## config.mk

```make
export PLATFORM = sky130hd
export DESIGN_NAME = spc_console
export DESIGN_NICKNAME = d
export VERILOG_FILES = /design/src/rtl/spc_uart_tx.v /design/src/rtl/spc_console.v
export VERILOG_INCLUDE_DIRS = /design/src /design/src/rtl
export SDC_FILE = /design/constraint.sdc
export NUM_CORES = 1
export LEC_CHECK = 0
export ABC_CLOCK_PERIOD_IN_PS = 4300
export BUFFER_PORTS_ARGS = -buffer_cell sky130_fd_sc_hd__buf_2
export CORE_MARGIN = 2
export CORE_UTILIZATION = 50
export CTS_CLUSTER_SIZE = 20
export DETAILED_ROUTE_END_ITERATION = 7
export PLACE_DENSITY_LB_ADDON = 0.2
export SLEW_MARGIN = 20
export SYNTH_ARGS = -nofsm -noshare
export SYNTH_HDL_FRONTEND = slang
export SYNTH_SLANG_ARGS = --single-unit
```

## constraint.sdc

```tcl
create_clock -name i_core_clk -period 4.3 [get_ports i_core_clk]
set_input_delay 0.645 -clock i_core_clk [delete_from_list [all_inputs] [get_ports i_core_clk]]
set_output_delay 0.645 -clock i_core_clk [all_outputs]
set_load 0.05 [all_outputs]
```

## src/rtl/spc_consts.vh

```
`ifndef SPC_CONSTS_VH
`define SPC_CONSTS_VH

// clock and link rates
`define SPC_CLK_HZ      125000000
`define SPC_CON_BAUD    9600
`define SPC_BAUD_1200   1200
`define SPC_BAUD_2400   2400
`define SPC_BAUD_9600   9600
`define SPC_DIV_W       17
// self-test hold-off, seconds
`define SPC_SELFTEST_S  30

// ascii characters used by the console
`define SPC_CH_CR       8'h0d
`define SPC_CH_QUEST    8'h3f
`define SPC_CH_GT       8'h3e
`define SPC_CH_EQ       8'h3d
`define SPC_CH_A        8'h41
`define SPC_CH_D        8'h44
`define SPC_CH_J        8'h4a
`define SPC_CH_P        8'h50
`define SPC_CH_Q        8'h51
`define SPC_CH_ZERO     8'h30

// protocol codes (second and third digit)
`define SPC_PROTO_JMP   3'h0
`define SPC_PROTO_1200A 3'h1
`define SPC_PROTO_9600A 3'h2
`define SPC_PROTO_2400  3'h3
`define SPC_PROTO_1200B 3'h4
`define SPC_PROTO_9600B 3'h5
// resolution codes (first digit)
`define SPC_RES_JMP     2'h0
`define SPC_RES_100FT   2'h1
`define SPC_RES_10FT    2'h2
// highest legal digit per position
`define SPC_RES_MAX     2'h2
`define SPC_PRI_MAX     3'h5
`define SPC_SEC_MAX     3'h4

`endif

```

## src/rtl/spc_uart_tx.v

```verilog
`timescale 1ns/10ps
`default_nettype none
`include "spc_consts.vh"

// 8n1 transmitter with a run-time bit period
module spc_uart_tx (
  // clock and reset
  input  wire                  i_core_clk,
  input  wire                  i_srst,
  // control
  input  wire                  i_en,
  input  wire [`SPC_DIV_W-1:0] i_div,
  // byte stream
  input  wire [7:0]            i_data,
  input  wire                  i_valid,
  output wire                  o_ready,
  // line
  output reg                   o_txd
);

  reg [9:0]            shift;
  reg [3:0]            bits_left;
  reg [`SPC_DIV_W-1:0] baud_cnt;

  assign o_ready = i_en && (bits_left == 4'h0);

  // period is latched per bit, so a rate change never splits a bit
  always @(posedge i_core_clk) begin
    if (i_srst) begin
      shift     <= 10'h3ff;
      bits_left <= 4'h0;
      baud_cnt  <= {`SPC_DIV_W{1'b0}};
      o_txd     <= 1'b1;
    end else if (bits_left == 4'h0) begin
      o_txd <= 1'b1;
      if (o_ready && i_valid) begin
        shift     <= {1'b1, i_data, 1'b0};
        bits_left <= 4'ha;
        baud_cnt  <= i_div - 1'b1;
        o_txd     <= 1'b0;
      end
    end else if (baud_cnt != {`SPC_DIV_W{1'b0}}) begin
      baud_cnt <= baud_cnt - 1'b1;
    end else begin
      shift     <= {1'b1, shift[9:1]};
      bits_left <= bits_left - 1'b1;
      baud_cnt  <= i_div - 1'b1;
      o_txd     <= (bits_left == 4'h1) ? 1'b1 : shift[1];
    end
  end

endmodule // spc_uart_tx
`default_nettype wire

```

## src/rtl/spc_console.v

```verilog
`timescale 1ns/10ps
`default_nettype none
`include "spc_consts.vh"

// Function
// - console link is 9600 baud, eight data bits, no parity, one stop bit.
// - altitude serial output held off for thirty second self-test after reset.
// - bare carriage return answers idle prompt plus present altitude.
// - adjust command with carriage return enters adjustment mode, answers adjust prompt.
// - in adjustment, port query with carriage return reports three config digits.
// - first digit picks resolution: jumpers, 100 foot or 10 foot.
// - second digit picks primary protocol and its 1200, 2400 or 9600 rate.
// - third digit picks secondary protocol, codes zero to four only.
// - a zero digit makes that setting follow the jumper inputs.
// - any grounded protocol jumper overrides software protocol settings.
// - differential output mirrors the primary serial output exactly.
// - both transmit ports run independent protocols at their own rates.
// - parallel output disabled unless altitude reporting mode and altitude enable.
// - in adjustment, port command with three legal digits stores them as new configuration.
// - jumper pin pair selects default or one of three other protocols.
module spc_console #(
  parameter [35:0] SELFTEST_CYC = 36'd30 * 36'd125000000
) (
  // clock and reset
  input  wire        i_core_clk,
  input  wire        i_srst,
  // console link
  input  wire        i_cal_rxd,
  output wire        o_console_txd,
  // protocol and resolution jumpers, low when grounded
  input  wire        i_jmp_res_n,
  input  wire        i_jmp_a_n,
  input  wire        i_jmp_b_n,
  // altitude sources
  input  wire [39:0] i_alt_ascii,
  input  wire [10:0] i_alt_code,
  // parallel port control and data
  input  wire        i_mode_c,
  input  wire        i_alt_enable,
  output reg  [10:0] o_par_alt,
  // primary altitude byte stream
  input  wire [7:0]  i_pri_data,
  input  wire        i_pri_valid,
  output wire        o_pri_ready,
  // secondary altitude byte stream
  input  wire [7:0]  i_sec_data,
  input  wire        i_sec_valid,
  output wire        o_sec_ready,
  // serial lines
  output wire        o_primary_serial_out,
  output wire        o_secondary_serial_out,
  output wire        o_diff_out,
  // effective settings and status
  output reg  [2:0]  o_pri_proto,
  output reg  [2:0]  o_sec_proto,
  output reg         o_res_10ft,
  output reg         o_selftest_done,
  output reg         o_adjust_mode,
  // non-volatile configuration store
  input  wire [1:0]  i_nv_res,
  input  wire [2:0]  i_nv_pri,
  input  wire [2:0]  i_nv_sec,
  output reg         o_nv_we,
  output reg  [1:0]  o_cfg_res,
  output reg  [2:0]  o_cfg_pri,
  output reg  [2:0]  o_cfg_sec
);

  // rounded bit periods, worked out at integer width, then cut to the divider width
  localparam integer          DIV_1200_I = (`SPC_CLK_HZ + `SPC_BAUD_1200 / 2) / `SPC_BAUD_1200;
  localparam integer          DIV_2400_I = (`SPC_CLK_HZ + `SPC_BAUD_2400 / 2) / `SPC_BAUD_2400;
  localparam integer          DIV_9600_I = (`SPC_CLK_HZ + `SPC_BAUD_9600 / 2) / `SPC_BAUD_9600;
  localparam integer          DIV_CON_I  = (`SPC_CLK_HZ + `SPC_CON_BAUD / 2) / `SPC_CON_BAUD;
  localparam [`SPC_DIV_W-1:0] DIV_1200   = DIV_1200_I[`SPC_DIV_W-1:0];
  localparam [`SPC_DIV_W-1:0] DIV_2400   = DIV_2400_I[`SPC_DIV_W-1:0];
  localparam [`SPC_DIV_W-1:0] DIV_9600   = DIV_9600_I[`SPC_DIV_W-1:0];
  localparam [`SPC_DIV_W-1:0] DIV_CON    = DIV_CON_I[`SPC_DIV_W-1:0];
  localparam [`SPC_DIV_W-1:0] DIV_HALF = DIV_CON / 2;

  // receiver states, one-hot
  localparam [3:0] RX_IDLE  = 4'h1;
  localparam [3:0] RX_START = 4'h2;
  localparam [3:0] RX_DATA  = 4'h4;
  localparam [3:0] RX_STOP  = 4'h8;

  // bit period for a protocol code
  function [`SPC_DIV_W-1:0] rate_div;
    input [2:0] code;
    begin
      case (code)
        `SPC_PROTO_2400:  rate_div = DIV_2400;
        `SPC_PROTO_9600A: rate_div = DIV_9600;
        `SPC_PROTO_9600B: rate_div = DIV_9600;
        default:          rate_div = DIV_1200;
      endcase
    end
  endfunction

  // two-flop synchronisers for pins
  reg [1:0] rxd_sync;
  reg [1:0] jr_sync;
  reg [1:0] ja_sync;
  reg [1:0] jb_sync;
  always @(posedge i_core_clk) begin
    if (i_srst) begin
      rxd_sync <= 2'h3;
      jr_sync  <= 2'h3;
      ja_sync  <= 2'h3;
      jb_sync  <= 2'h3;
    end else begin
      rxd_sync <= {rxd_sync[0], i_cal_rxd};
      jr_sync  <= {jr_sync[0], i_jmp_res_n};
      ja_sync  <= {ja_sync[0], i_jmp_a_n};
      jb_sync  <= {jb_sync[0], i_jmp_b_n};
    end
  end

  // self-test hold-off counter
  reg [35:0] st_cnt;
  always @(posedge i_core_clk) begin
    if (i_srst) begin
      st_cnt          <= 36'h0;
      o_selftest_done <= 1'b0;
    end else if (!o_selftest_done) begin
      st_cnt          <= st_cnt + 36'h1;
      o_selftest_done <= (st_cnt >= SELFTEST_CYC - 36'h1);
    end
  end

  // parallel port: low during self-test, gated by transponder controls
  always @(posedge i_core_clk) begin
    if (i_srst) begin
      o_par_alt <= 11'h000;
    end else begin
      o_par_alt <= (o_selftest_done && i_mode_c && i_alt_enable) ? i_alt_code : 11'h000;
    end
  end

  // console receiver, mid-bit sampling
  reg [3:0]            rx_state;
  reg [`SPC_DIV_W-1:0] rx_cnt;
  reg [2:0]            rx_bit;
  reg [7:0]            rx_shift;
  reg                  rx_stb;
  always @(posedge i_core_clk) begin
    if (i_srst) begin
      rx_state <= RX_IDLE;
      rx_cnt   <= {`SPC_DIV_W{1'b0}};
      rx_bit   <= 3'h0;
      rx_shift <= 8'h00;
      rx_stb   <= 1'b0;
    end else begin
      rx_stb <= 1'b0;
      if (rx_cnt != {`SPC_DIV_W{1'b0}}) begin
        rx_cnt <= rx_cnt - 1'b1;
      end else begin
        case (rx_state)
          RX_IDLE: begin
            if (!rxd_sync[1]) begin
              rx_state <= RX_START;
              rx_cnt   <= DIV_HALF;
            end
          end
          RX_START: begin
            // a glitch shorter than half a bit is dropped
            rx_state <= rxd_sync[1] ? RX_IDLE : RX_DATA;
            rx_cnt   <= DIV_CON - 1'b1;
            rx_bit   <= 3'h0;
          end
          RX_DATA: begin
            rx_shift <= {rxd_sync[1], rx_shift[7:1]};
            rx_bit   <= rx_bit + 3'h1;
            rx_cnt   <= DIV_CON - 1'b1;
            if (rx_bit == 3'h7) begin
              rx_state <= RX_STOP;
            end
          end
          RX_STOP: begin
            rx_stb   <= rxd_sync[1]; // framing error drops the byte
            rx_state <= RX_IDLE;
          end
          default: rx_state <= RX_IDLE;
        endcase
      end
    end
  end

  // command parser and reply builder
  reg [7:0]  cmd_buf [0:3];
  reg [2:0]  cmd_cnt;
  reg        q_seen;
  reg [63:0] resp_sr;
  reg [3:0]  resp_cnt;
  wire       con_ready;
  wire [7:0] rx_byte = rx_shift;
  wire [7:0] dg_res  = cmd_buf[1] - `SPC_CH_ZERO;
  wire [7:0] dg_pri  = cmd_buf[2] - `SPC_CH_ZERO;
  wire [7:0] dg_sec  = cmd_buf[3] - `SPC_CH_ZERO;
  wire       dg_ok   = (dg_res <= {6'h00, `SPC_RES_MAX}) &&
                       (dg_pri <= {5'h00, `SPC_PRI_MAX}) &&
                       (dg_sec <= {5'h00, `SPC_SEC_MAX});
  wire       is_adj  = (cmd_cnt == 3'h3) && (cmd_buf[0] == `SPC_CH_A) &&
                       (cmd_buf[1] == `SPC_CH_D) && (cmd_buf[2] == `SPC_CH_J);
  wire       is_p    = (cmd_buf[0] == `SPC_CH_P);
  wire [63:0] idle_msg = {`SPC_CH_QUEST, `SPC_CH_GT, i_alt_ascii, `SPC_CH_CR};
  wire [63:0] adj_msg  = {`SPC_CH_A, `SPC_CH_EQ, 48'h0};
  wire [63:0] cfg_msg  = {6'h0c, o_cfg_res, 5'h06, o_cfg_pri, 5'h06, o_cfg_sec,
                          `SPC_CH_CR, 32'h0};

  always @(posedge i_core_clk) begin
    if (i_srst) begin
      cmd_cnt       <= 3'h0;
      q_seen        <= 1'b0;
      resp_sr       <= 64'h0;
      resp_cnt      <= 4'h0;
      o_adjust_mode <= 1'b0;
      o_nv_we       <= 1'b0;
      o_cfg_res     <= i_nv_res;
      o_cfg_pri     <= i_nv_pri;
      o_cfg_sec     <= i_nv_sec;
      cmd_buf[0]    <= 8'h00;
      cmd_buf[1]    <= 8'h00;
      cmd_buf[2]    <= 8'h00;
      cmd_buf[3]    <= 8'h00;
    end else begin
      o_nv_we <= 1'b0;
      if (con_ready && resp_cnt != 4'h0) begin
        resp_sr  <= {resp_sr[55:0], 8'h00};
        resp_cnt <= resp_cnt - 4'h1;
      end
      if (rx_stb) begin
        q_seen <= 1'b0;
        if (o_adjust_mode && rx_byte == `SPC_CH_Q) begin
          // two q in a row leave adjustment
          q_seen  <= !q_seen;
          cmd_cnt <= 3'h0;
          if (q_seen) begin
            o_adjust_mode <= 1'b0;
          end
        end else if (rx_byte == `SPC_CH_CR) begin
          cmd_cnt <= 3'h0;
          // a new reply is dropped while one is still going out
          if (resp_cnt == 4'h0) begin
            if (!o_adjust_mode) begin
              if (is_adj) begin
                o_adjust_mode <= 1'b1;
                resp_sr       <= adj_msg;
                resp_cnt      <= 4'h2;
              end else begin
                resp_sr  <= idle_msg;
                resp_cnt <= 4'h8;
              end
            end else if (cmd_cnt == 3'h1 && is_p) begin
              resp_sr  <= cfg_msg;
              resp_cnt <= 4'h4;
            end else begin
              resp_sr  <= adj_msg;
              resp_cnt <= 4'h2;
            end
          end
          if (o_adjust_mode && cmd_cnt == 3'h4 && is_p && dg_ok) begin
            o_cfg_res <= dg_res[1:0];
            o_cfg_pri <= dg_pri[2:0];
            o_cfg_sec <= dg_sec[2:0];
            o_nv_we   <= 1'b1;
          end
        end else if (cmd_cnt < 3'h4) begin
          cmd_buf[cmd_cnt[1:0]] <= rx_byte;
          cmd_cnt               <= cmd_cnt + 3'h1;
        end else begin
          cmd_cnt <= 3'h5; // too long, answered as unknown
        end
      end
    end
  end

  // effective settings: grounded jumpers win, zero digits defer to them
  wire       jmp_a   = !ja_sync[1];
  wire       jmp_b   = !jb_sync[1];
  wire       jmp_any = jmp_a || jmp_b;
  wire [2:0] jmp_proto = (jmp_a && jmp_b) ? `SPC_PROTO_1200B :
                         jmp_a ? `SPC_PROTO_9600A :
                         jmp_b ? `SPC_PROTO_2400 : `SPC_PROTO_1200A;
  always @(posedge i_core_clk) begin
    if (i_srst) begin
      o_pri_proto <= `SPC_PROTO_1200A;
      o_sec_proto <= `SPC_PROTO_1200A;
      o_res_10ft  <= 1'b0;
    end else begin
      o_pri_proto <= (jmp_any || o_cfg_pri == `SPC_PROTO_JMP) ? jmp_proto : o_cfg_pri;
      o_sec_proto <= (jmp_any || o_cfg_sec == `SPC_PROTO_JMP) ? jmp_proto : o_cfg_sec;
      o_res_10ft  <= (!jr_sync[1] || o_cfg_res == `SPC_RES_JMP) ? !jr_sync[1] :
                     (o_cfg_res == `SPC_RES_10FT);
    end
  end

  // console answer transmitter
  spc_uart_tx u_con_tx (
    .i_core_clk (i_core_clk),
    .i_srst     (i_srst),
    .i_en       (1'b1),
    .i_div      (DIV_CON),
    .i_data     (resp_sr[63:56]),
    .i_valid    (resp_cnt != 4'h0),
    .o_ready    (con_ready),
    .o_txd      (o_console_txd)
  );

  // two independent altitude ports, each at its own rate
  spc_uart_tx u_pri_tx (
    .i_core_clk (i_core_clk),
    .i_srst     (i_srst),
    .i_en       (o_selftest_done),
    .i_div      (rate_div(o_pri_proto)),
    .i_data     (i_pri_data),
    .i_valid    (i_pri_valid),
    .o_ready    (o_pri_ready),
    .o_txd      (o_primary_serial_out)
  );

  spc_uart_tx u_sec_tx (
    .i_core_clk (i_core_clk),
    .i_srst     (i_srst),
    .i_en       (o_selftest_done),
    .i_div      (rate_div(o_sec_proto)),
    .i_data     (i_sec_data),
    .i_valid    (i_sec_valid),
    .o_ready    (o_sec_ready),
    .o_txd      (o_secondary_serial_out)
  );

  assign o_diff_out = o_primary_serial_out;

endmodule // spc_console
`default_nettype wire

```

Yosys cells after proc, flatten, opt, wreduce, memory -nomap -nowiden
Memories as Yosys holds them, arrays and structs flattened.
Cells that the tools add are included.
Storage, ports and cells
  register bits: 274
  bits in writable memories: 32
  output and inout bits: 35
  memories: 1
Operators by class
  add/subtract/negate cells: 16
  $lt $le $gt $ge: 5
  eq/ne operators: 35
  multiplexer cells: 109
  bitwise logic cells: 5
  reductions and logical operators: 61
Memories
  cmd_buf: depth 4, width 8, rd ports 4, clocked after memory_dff 0, wr ports 4, line spc_console.v:189  | reg [7:0] cmd_buf [0:3];
Operator list (number)
  2-to-1 mux 64 bit: 6
  2-to-1 mux 17 bit: 11
  2-to-1 mux 63 bit: 2
  case mux 17 bit (2 select lines): 3
  subtractor 17 x 1 -> 17 bit (second input constant): 6
  2-to-1 mux 10 bit: 9
  2-to-1 mux 4 bit: 18
  nonzero test 17 bit: 4
  2-to-1 mux 3 bit: 18
  equality test 8 x 7 -> 1 bit (second input constant): 5
  adder 36 x 1 -> 36 bit (second input constant): 1
  greater-or-equal comparator 36 x 32 -> 1 bit (second input constant): 1
  2-to-1 mux 1 bit: 31
  subtractor 8 x 6 -> 8 bit (second input constant): 3
  logical AND 1 bit: 18
  equality test 4 x 1 -> 1 bit (second input constant): 4
  less-or-equal comparator 8 x 3 -> 1 bit (second input constant): 2
  logical NOT 4 bit: 4
  2-to-1 mux 2 bit: 8
  subtractor 4 x 1 -> 4 bit (second input constant): 4
  equality test 3 x 2 -> 1 bit (second input constant): 5
  inequality test 2 bit (second input constant): 7
  equality test 3 bit (second input constant): 4
  case mux 4 bit (3 select lines): 1
  28 further kinds: 56

Longest topological paths before layout
An unclocked memory read counts as a cell.
  depth after elaboration: 11
  gate-level depth with buffers: 10
  gate-level depth less buffers: 7

By module
Synthesis repeated with hierarchy kept, for this count alone.
Second synthesis, totals
  cells, all modules: 1696
  area, all modules: 15288.4 um^2
Modules (own cells, without submodules)
  spc_console: times used 1, cells an instance 899, area each 9177.6 um^2, seq. area each 4604.4 um^2
  spc_uart_tx (u_con_tx ...): times used 2, cells an instance 263, area each 2001.9 um^2, seq. area each 600.6 um^2
  spc_uart_tx (u_sec_tx): times used 1, cells an instance 271, area each 2107.0 um^2, seq. area each 600.6 um^2

Least setup slack after synthesis
OpenSTA, ideal clock, no wires.
  kind: register to output
  start point: register u_sec_tx.bits_left[0]
  end point: output o_sec_ready
  arrival: 1.875 ns
  slack: 1.780 ns
  cell stages (with the launch flop): 6
  path through: dfxtp_1 inv_1 ha_1 nor3b_1 clkbuf_1 and2_1
Between the ends
  word-level cells in the longest chain between the ends: 2
Ends and longest elaborated chain
  from (decl): line spc_uart_tx.v:22  | reg [3:0] bits_left;
  from (signal assigned): line spc_uart_tx.v:46  | bits_left <= bits_left - 1'b1;
  logical NOT 4 bit: line spc_uart_tx.v:25  | assign o_ready = i_en && (bits_left == 4'h0);
  logical AND 1 bit: line spc_uart_tx.v:25
  to (decl): line spc_console.v:48  | output wire o_sec_ready,
No other way between the ends.

Worst setup path in the final report
  start point: register u_sec_tx.baud_cnt[0]
  end point: register u_sec_tx.baud_cnt[1]
Between the ends
  word-level cells in the longest chain between the ends: 3
Ends and longest elaborated chain
  from (decl): line spc_uart_tx.v:23  | reg [`SPC_DIV_W-1:0] baud_cnt;
  from (signal assigned): line spc_uart_tx.v:32  | baud_cnt <= {`SPC_DIV_W{1'b0}};
  from (signal assigned): line spc_uart_tx.v:39  | baud_cnt <= i_div - 1'b1;
  from (signal assigned): line spc_uart_tx.v:43  | baud_cnt <= baud_cnt - 1'b1;
  subtractor 17 x 1 -> 17 bit / nonzero test 17 bit (equally long branches): line spc_uart_tx.v:43, spc_uart_tx.v:42
  2-to-1 mux 17 bit (*): line spc_uart_tx.v:42  | end else if (baud_cnt != {`SPC_DIV_W{1'b0}}) begin
  2-to-1 mux 17 bit (*): line spc_uart_tx.v:34  | end else if (bits_left == 4'h0) begin
Every way passes the cells marked *; elsewhere a longest branch is shown, timed or not.
A chain may end at the register's enable or synchronous reset.

==> impl.org <==
** Status
- Status :: finished, final reports clean

** Global routing
- The total overflow left after global routing is 0.
- For this run, the total global-route usage over all layers was measured as between 20% and 30%.
- Entering global routing, the biggest net connects 62 pins.
- Number of antenna violations at the first check in global routing :: 2
- First-pass GRT wire length :: 51260 µm
- Vias in the first global route :: 10489

** Timing
- Highest achievable clock rate :: 333.1 MHz
- The worst pin sits at a relative slew slack of a little under a third.
- Final number of hold-violating endpoints :: 0
- Setup repair after global routing left no endpoint under its margin.
- Clock skew on the completed layout was measured at ~12 ps.
- Setup violations remaining at the end of the flow were counted as 0.
- The worst path in the final design needs a cycle of 3002 ps, including I/O delays and setup.
- The number of slew-limit violations in the final report was 0.
- Min Hold Slack :: about 330 ps
- In the finished design, the share of the clock period the worst path needs comes to 69.82%.
- Adding up every negative setup slack in the final design gives 0 ps.
- For the pin with the worst max-slew slack, the measured transition is between 1000 and 1500 ps.

** Critical path
- STA puts the critical path data arrival time at 3410 ps.
- The worst setup path is of the register to register kind.
- Startpoint of the worst-slack reg-to-reg timing path :: u_sec_tx.baud_cnt[0]
- The worst setup path is captured at a register.
- Worst Setup SP :: u_sec_tx.baud_cnt[0]
- CP required :: 4710 ps
- Type of element launching the critical path :: register
- Crit path max fanout :: 17
- Length in cells of the worst reg-to-reg path :: 7

** Yosys
- Synthesis inferred 300 register bits.
- In the post-synthesis netlist, the biggest area contributors are sky130_fd_sc_hd__dfxtp_1 38%, sky130_fd_sc_hd__edfxtp_1 8.8%, sky130_fd_sc_hd__mux2i_1 4.1%.
- Synthesized netlist cell count :: 1466
- After synthesis, the netlist uses 83 different library cells.
- In this run the biggest area consumer among cell types represents 38.27% of the synthesized area.
- EDFF count, synth :: 40
- The synthesized netlist occupies a cell area of approximately 14000 µm².
- In the synthesized netlist the dominant register cell turns out to be sky130_fd_sc_hd__dfxtp_1.
- Summing the sequential cell areas from Yosys gives ~47% of the chip area.
- Biggest area consumer among synthesized cells :: sky130_fd_sc_hd__dfxtp_1
- Most frequently used cell type in the post-synthesis netlist :: sky130_fd_sc_hd__dfxtp_1
- Cell types with the highest counts after synthesis :: 260 x sky130_fd_sc_hd__dfxtp_1, 131 x sky130_fd_sc_hd__nand2_1, 122 x sky130_fd_sc_hd__nor2_1
- When the netlist entered floorplanning its net count stood at 1570.
- Count of synthesis-stage warnings from yosys :: 0
- Avg Cell Area, Syn :: 9.278 µm²
- Fraction of synthesis flops using an asynchronous set or reset pin :: 0%

** Clock tree
- Number of hold buffers added after cts :: 0
- Clock tree from TritonCTS :: done
- The tree built by TritonCTS fans out to 300 sinks.
- Total of cells resized after clock tree synthesis :: 0
- Worst-case clock buffer depth :: 3
- After clock tree synthesis, the setup repair step added 0 buffers.
- For the worst-skew pair, the clock arrives at the later sink with an insertion delay of about 500 ps.
- TritonCTS created 34 clock buffers.
- Root Driver :: sky130_fd_sc_hd__clkbuf_16
- The H-tree was split into 2 levels.
- After clock tree synthesis, the clock-pin slew on the worst setup and hold paths is about 60 ps.

** Detailed routing
- Final ANT Viol Nets :: 0
- Average detailed-routed wire length per instance :: 16.26 µm
- In this run, the number of DRC markers left after iteration 0 of detailed routing was 778.
- DRC violation count after routing :: 0
- Dividing the detail-routed via count by the number of cells gives 5.790.
- Total via count after detailed routing :: 11128
- Total routed wirelength :: around 31000 µm
- First-pass iteration count of the detailed router :: 5

** Floorplanning
- For this design the top-level I/O count stands at 120.
- Die W :: 168.9 µm
- The region available for standard cell placement spans between 20000 and 30000 µm².
- Die footprint :: 28540 µm²
- Number of standard-cell rows in the floorplan :: 60
- Height of the die :: approximately 170 µm
- Initial standard-cell utilization of the core :: roughly 50%

** Finish
- Final nets :: approximately 1700
- From synthesis to final layout, the design area changed by 14.09%.
- Once layout is done, the placed cells without fillers occupy 15520 µm².
- Number of fill cells :: around 2400
- Fraction of layout cells with a size suffix above 1 :: between 15 and 20%
- Cells fill between 50% and 60% of the core in the end.

** Power and ir drop
- Switching Share :: 37.83%
- Across the VDD grid, the largest voltage drop is 0.3363 mV.
- Power per cell area :: 648.2 nW/µm²
- Switching Power :: roughly 0.0038 W
- Leakage power total :: slightly below 6 nW
- Clock Power Share :: ~27%
- The design draws 0.01006 W.
- Sequential cells account for 35.5% of the total power.
- Internal power comes to 0.006253 W.
- Combinational fraction of design power :: 37.3%

** Place
- GP Congestion :: 0.8792
- The placed instances occupy a cell area of 14440 µm².
- Detailed-placement wirelength estimate :: 21010 µm
- Count of buffers from port buffering :: 119

** Worst hold path
- In this run the worst hold path is classified as input port to register.
- Start point of the worst min-delay path :: i_cal_rxd
- The worst hold path was traced through 2 stages.

** Run
- Reported max-cap violation count :: 0
cell usage in the layout, fill, tap and decap left out, drive strengths merged, types with 34 or more instances in the layout:
cell type and count:
o21ai 61, a21oi 84, edfxtp 40, and3 36, mux2i 56, buf 135
nor2 123, and2 60, inv 34, dfxtp 260, nor3 49, clkbuf 45
nand3 47, nand2 131
cells by family (layout without fill, tap and decap cells):
kind of cell    Yosys count  in the layout  synth area share [%]
fa+ha+maj                19             19                 1.748
mux                      69             69                 5.225
xor+xnor                 51             51                 3.284
simple gates            591            591                 23.20
buf+inv                 113            227                 3.348
flops                   300            300                 47.10
other cells               0              1                     0
compound gates          323            323                 16.10
area by class of cell:
| type | instances | area, µm² | area share, % |
|---|---|---|---|
| antenna | 1 | 2.502 | 0.01613 |
| sequential | 300 | 6406 | 41.28 |
| clock buffer | 45 | 993.5 | 6.402 |
| tap | 341 | 426.7 | 2.749 |
| inverter | 33 | 123.9 | 0.7982 |
| multi-input combinational | 1053 | 6749 | 43.49 |
| timing repair buffer | 135 | 734.5 | 4.733 |
| clock inverter | 14 | 82.58 | 0.5321 |
path summary, 6_finish.rpt:
kind,to,slack [ps]
setup / recovery,u_sec_tx.baud_cnt[1],1300
hold / removal,rxd_sync[0],330
setup reg to reg,u_sec_tx.baud_cnt[1],1300
hold reg to reg,o_res_10ft,390
critical path: stages (launching register included):
cell,delay (ps)
sky130_fd_sc_hd__dfxtp_1,330
sky130_fd_sc_hd__inv_1,100
sky130_fd_sc_hd__ha_1,180
sky130_fd_sc_hd__nor3b_1,610
sky130_fd_sc_hd__nand4_1,360
sky130_fd_sc_hd__o21ai_2,690
sky130_fd_sc_hd__mux2_2,410
sky130_fd_sc_hd__a211oi_1,230
power groups by stage:
stage,sequential [W],clock (W),combinational [W]
after floorplan,0.00361,0,0.00302
after global placement,0.00361,0,0.00365
after detailed placement,0.00361,0,0.00369
after CTS,0.00356,0.00281,0.00371
after global routing,0.00362,0.00291,0.00414
final,0.00357,0.00274,0.00375
sequential cells by signal, summed over array words and instances (netlist names), 11 cells and up:
name	count
cmd_buf	32
u_con_tx.baud_cnt	17
resp_sr	64
u_pri_tx.baud_cnt	17
o_par_alt	11
rx_cnt	17
u_sec_tx.baud_cnt	17
st_cnt	36
layer usage:
layer	global-route usage (%)	part of all wire (%)
met5	0	0.042
met2	35.39	47
met4	6.859	2.1
met1	28.91	47
met3	3.320	4.5
through the flow:
step / setup WS, ps / cells
2_1_floorplan: 1780 / 1466
3_3_place_gp: 1493 / 1862
3_5_place_dp: 1327 / 1862
4_1_cts: 1290 / 1921
5_1_grt: 1046 / 1922
6_report: 1298 / 1922
Note: power is estimated with default switching activity, not from simulation.
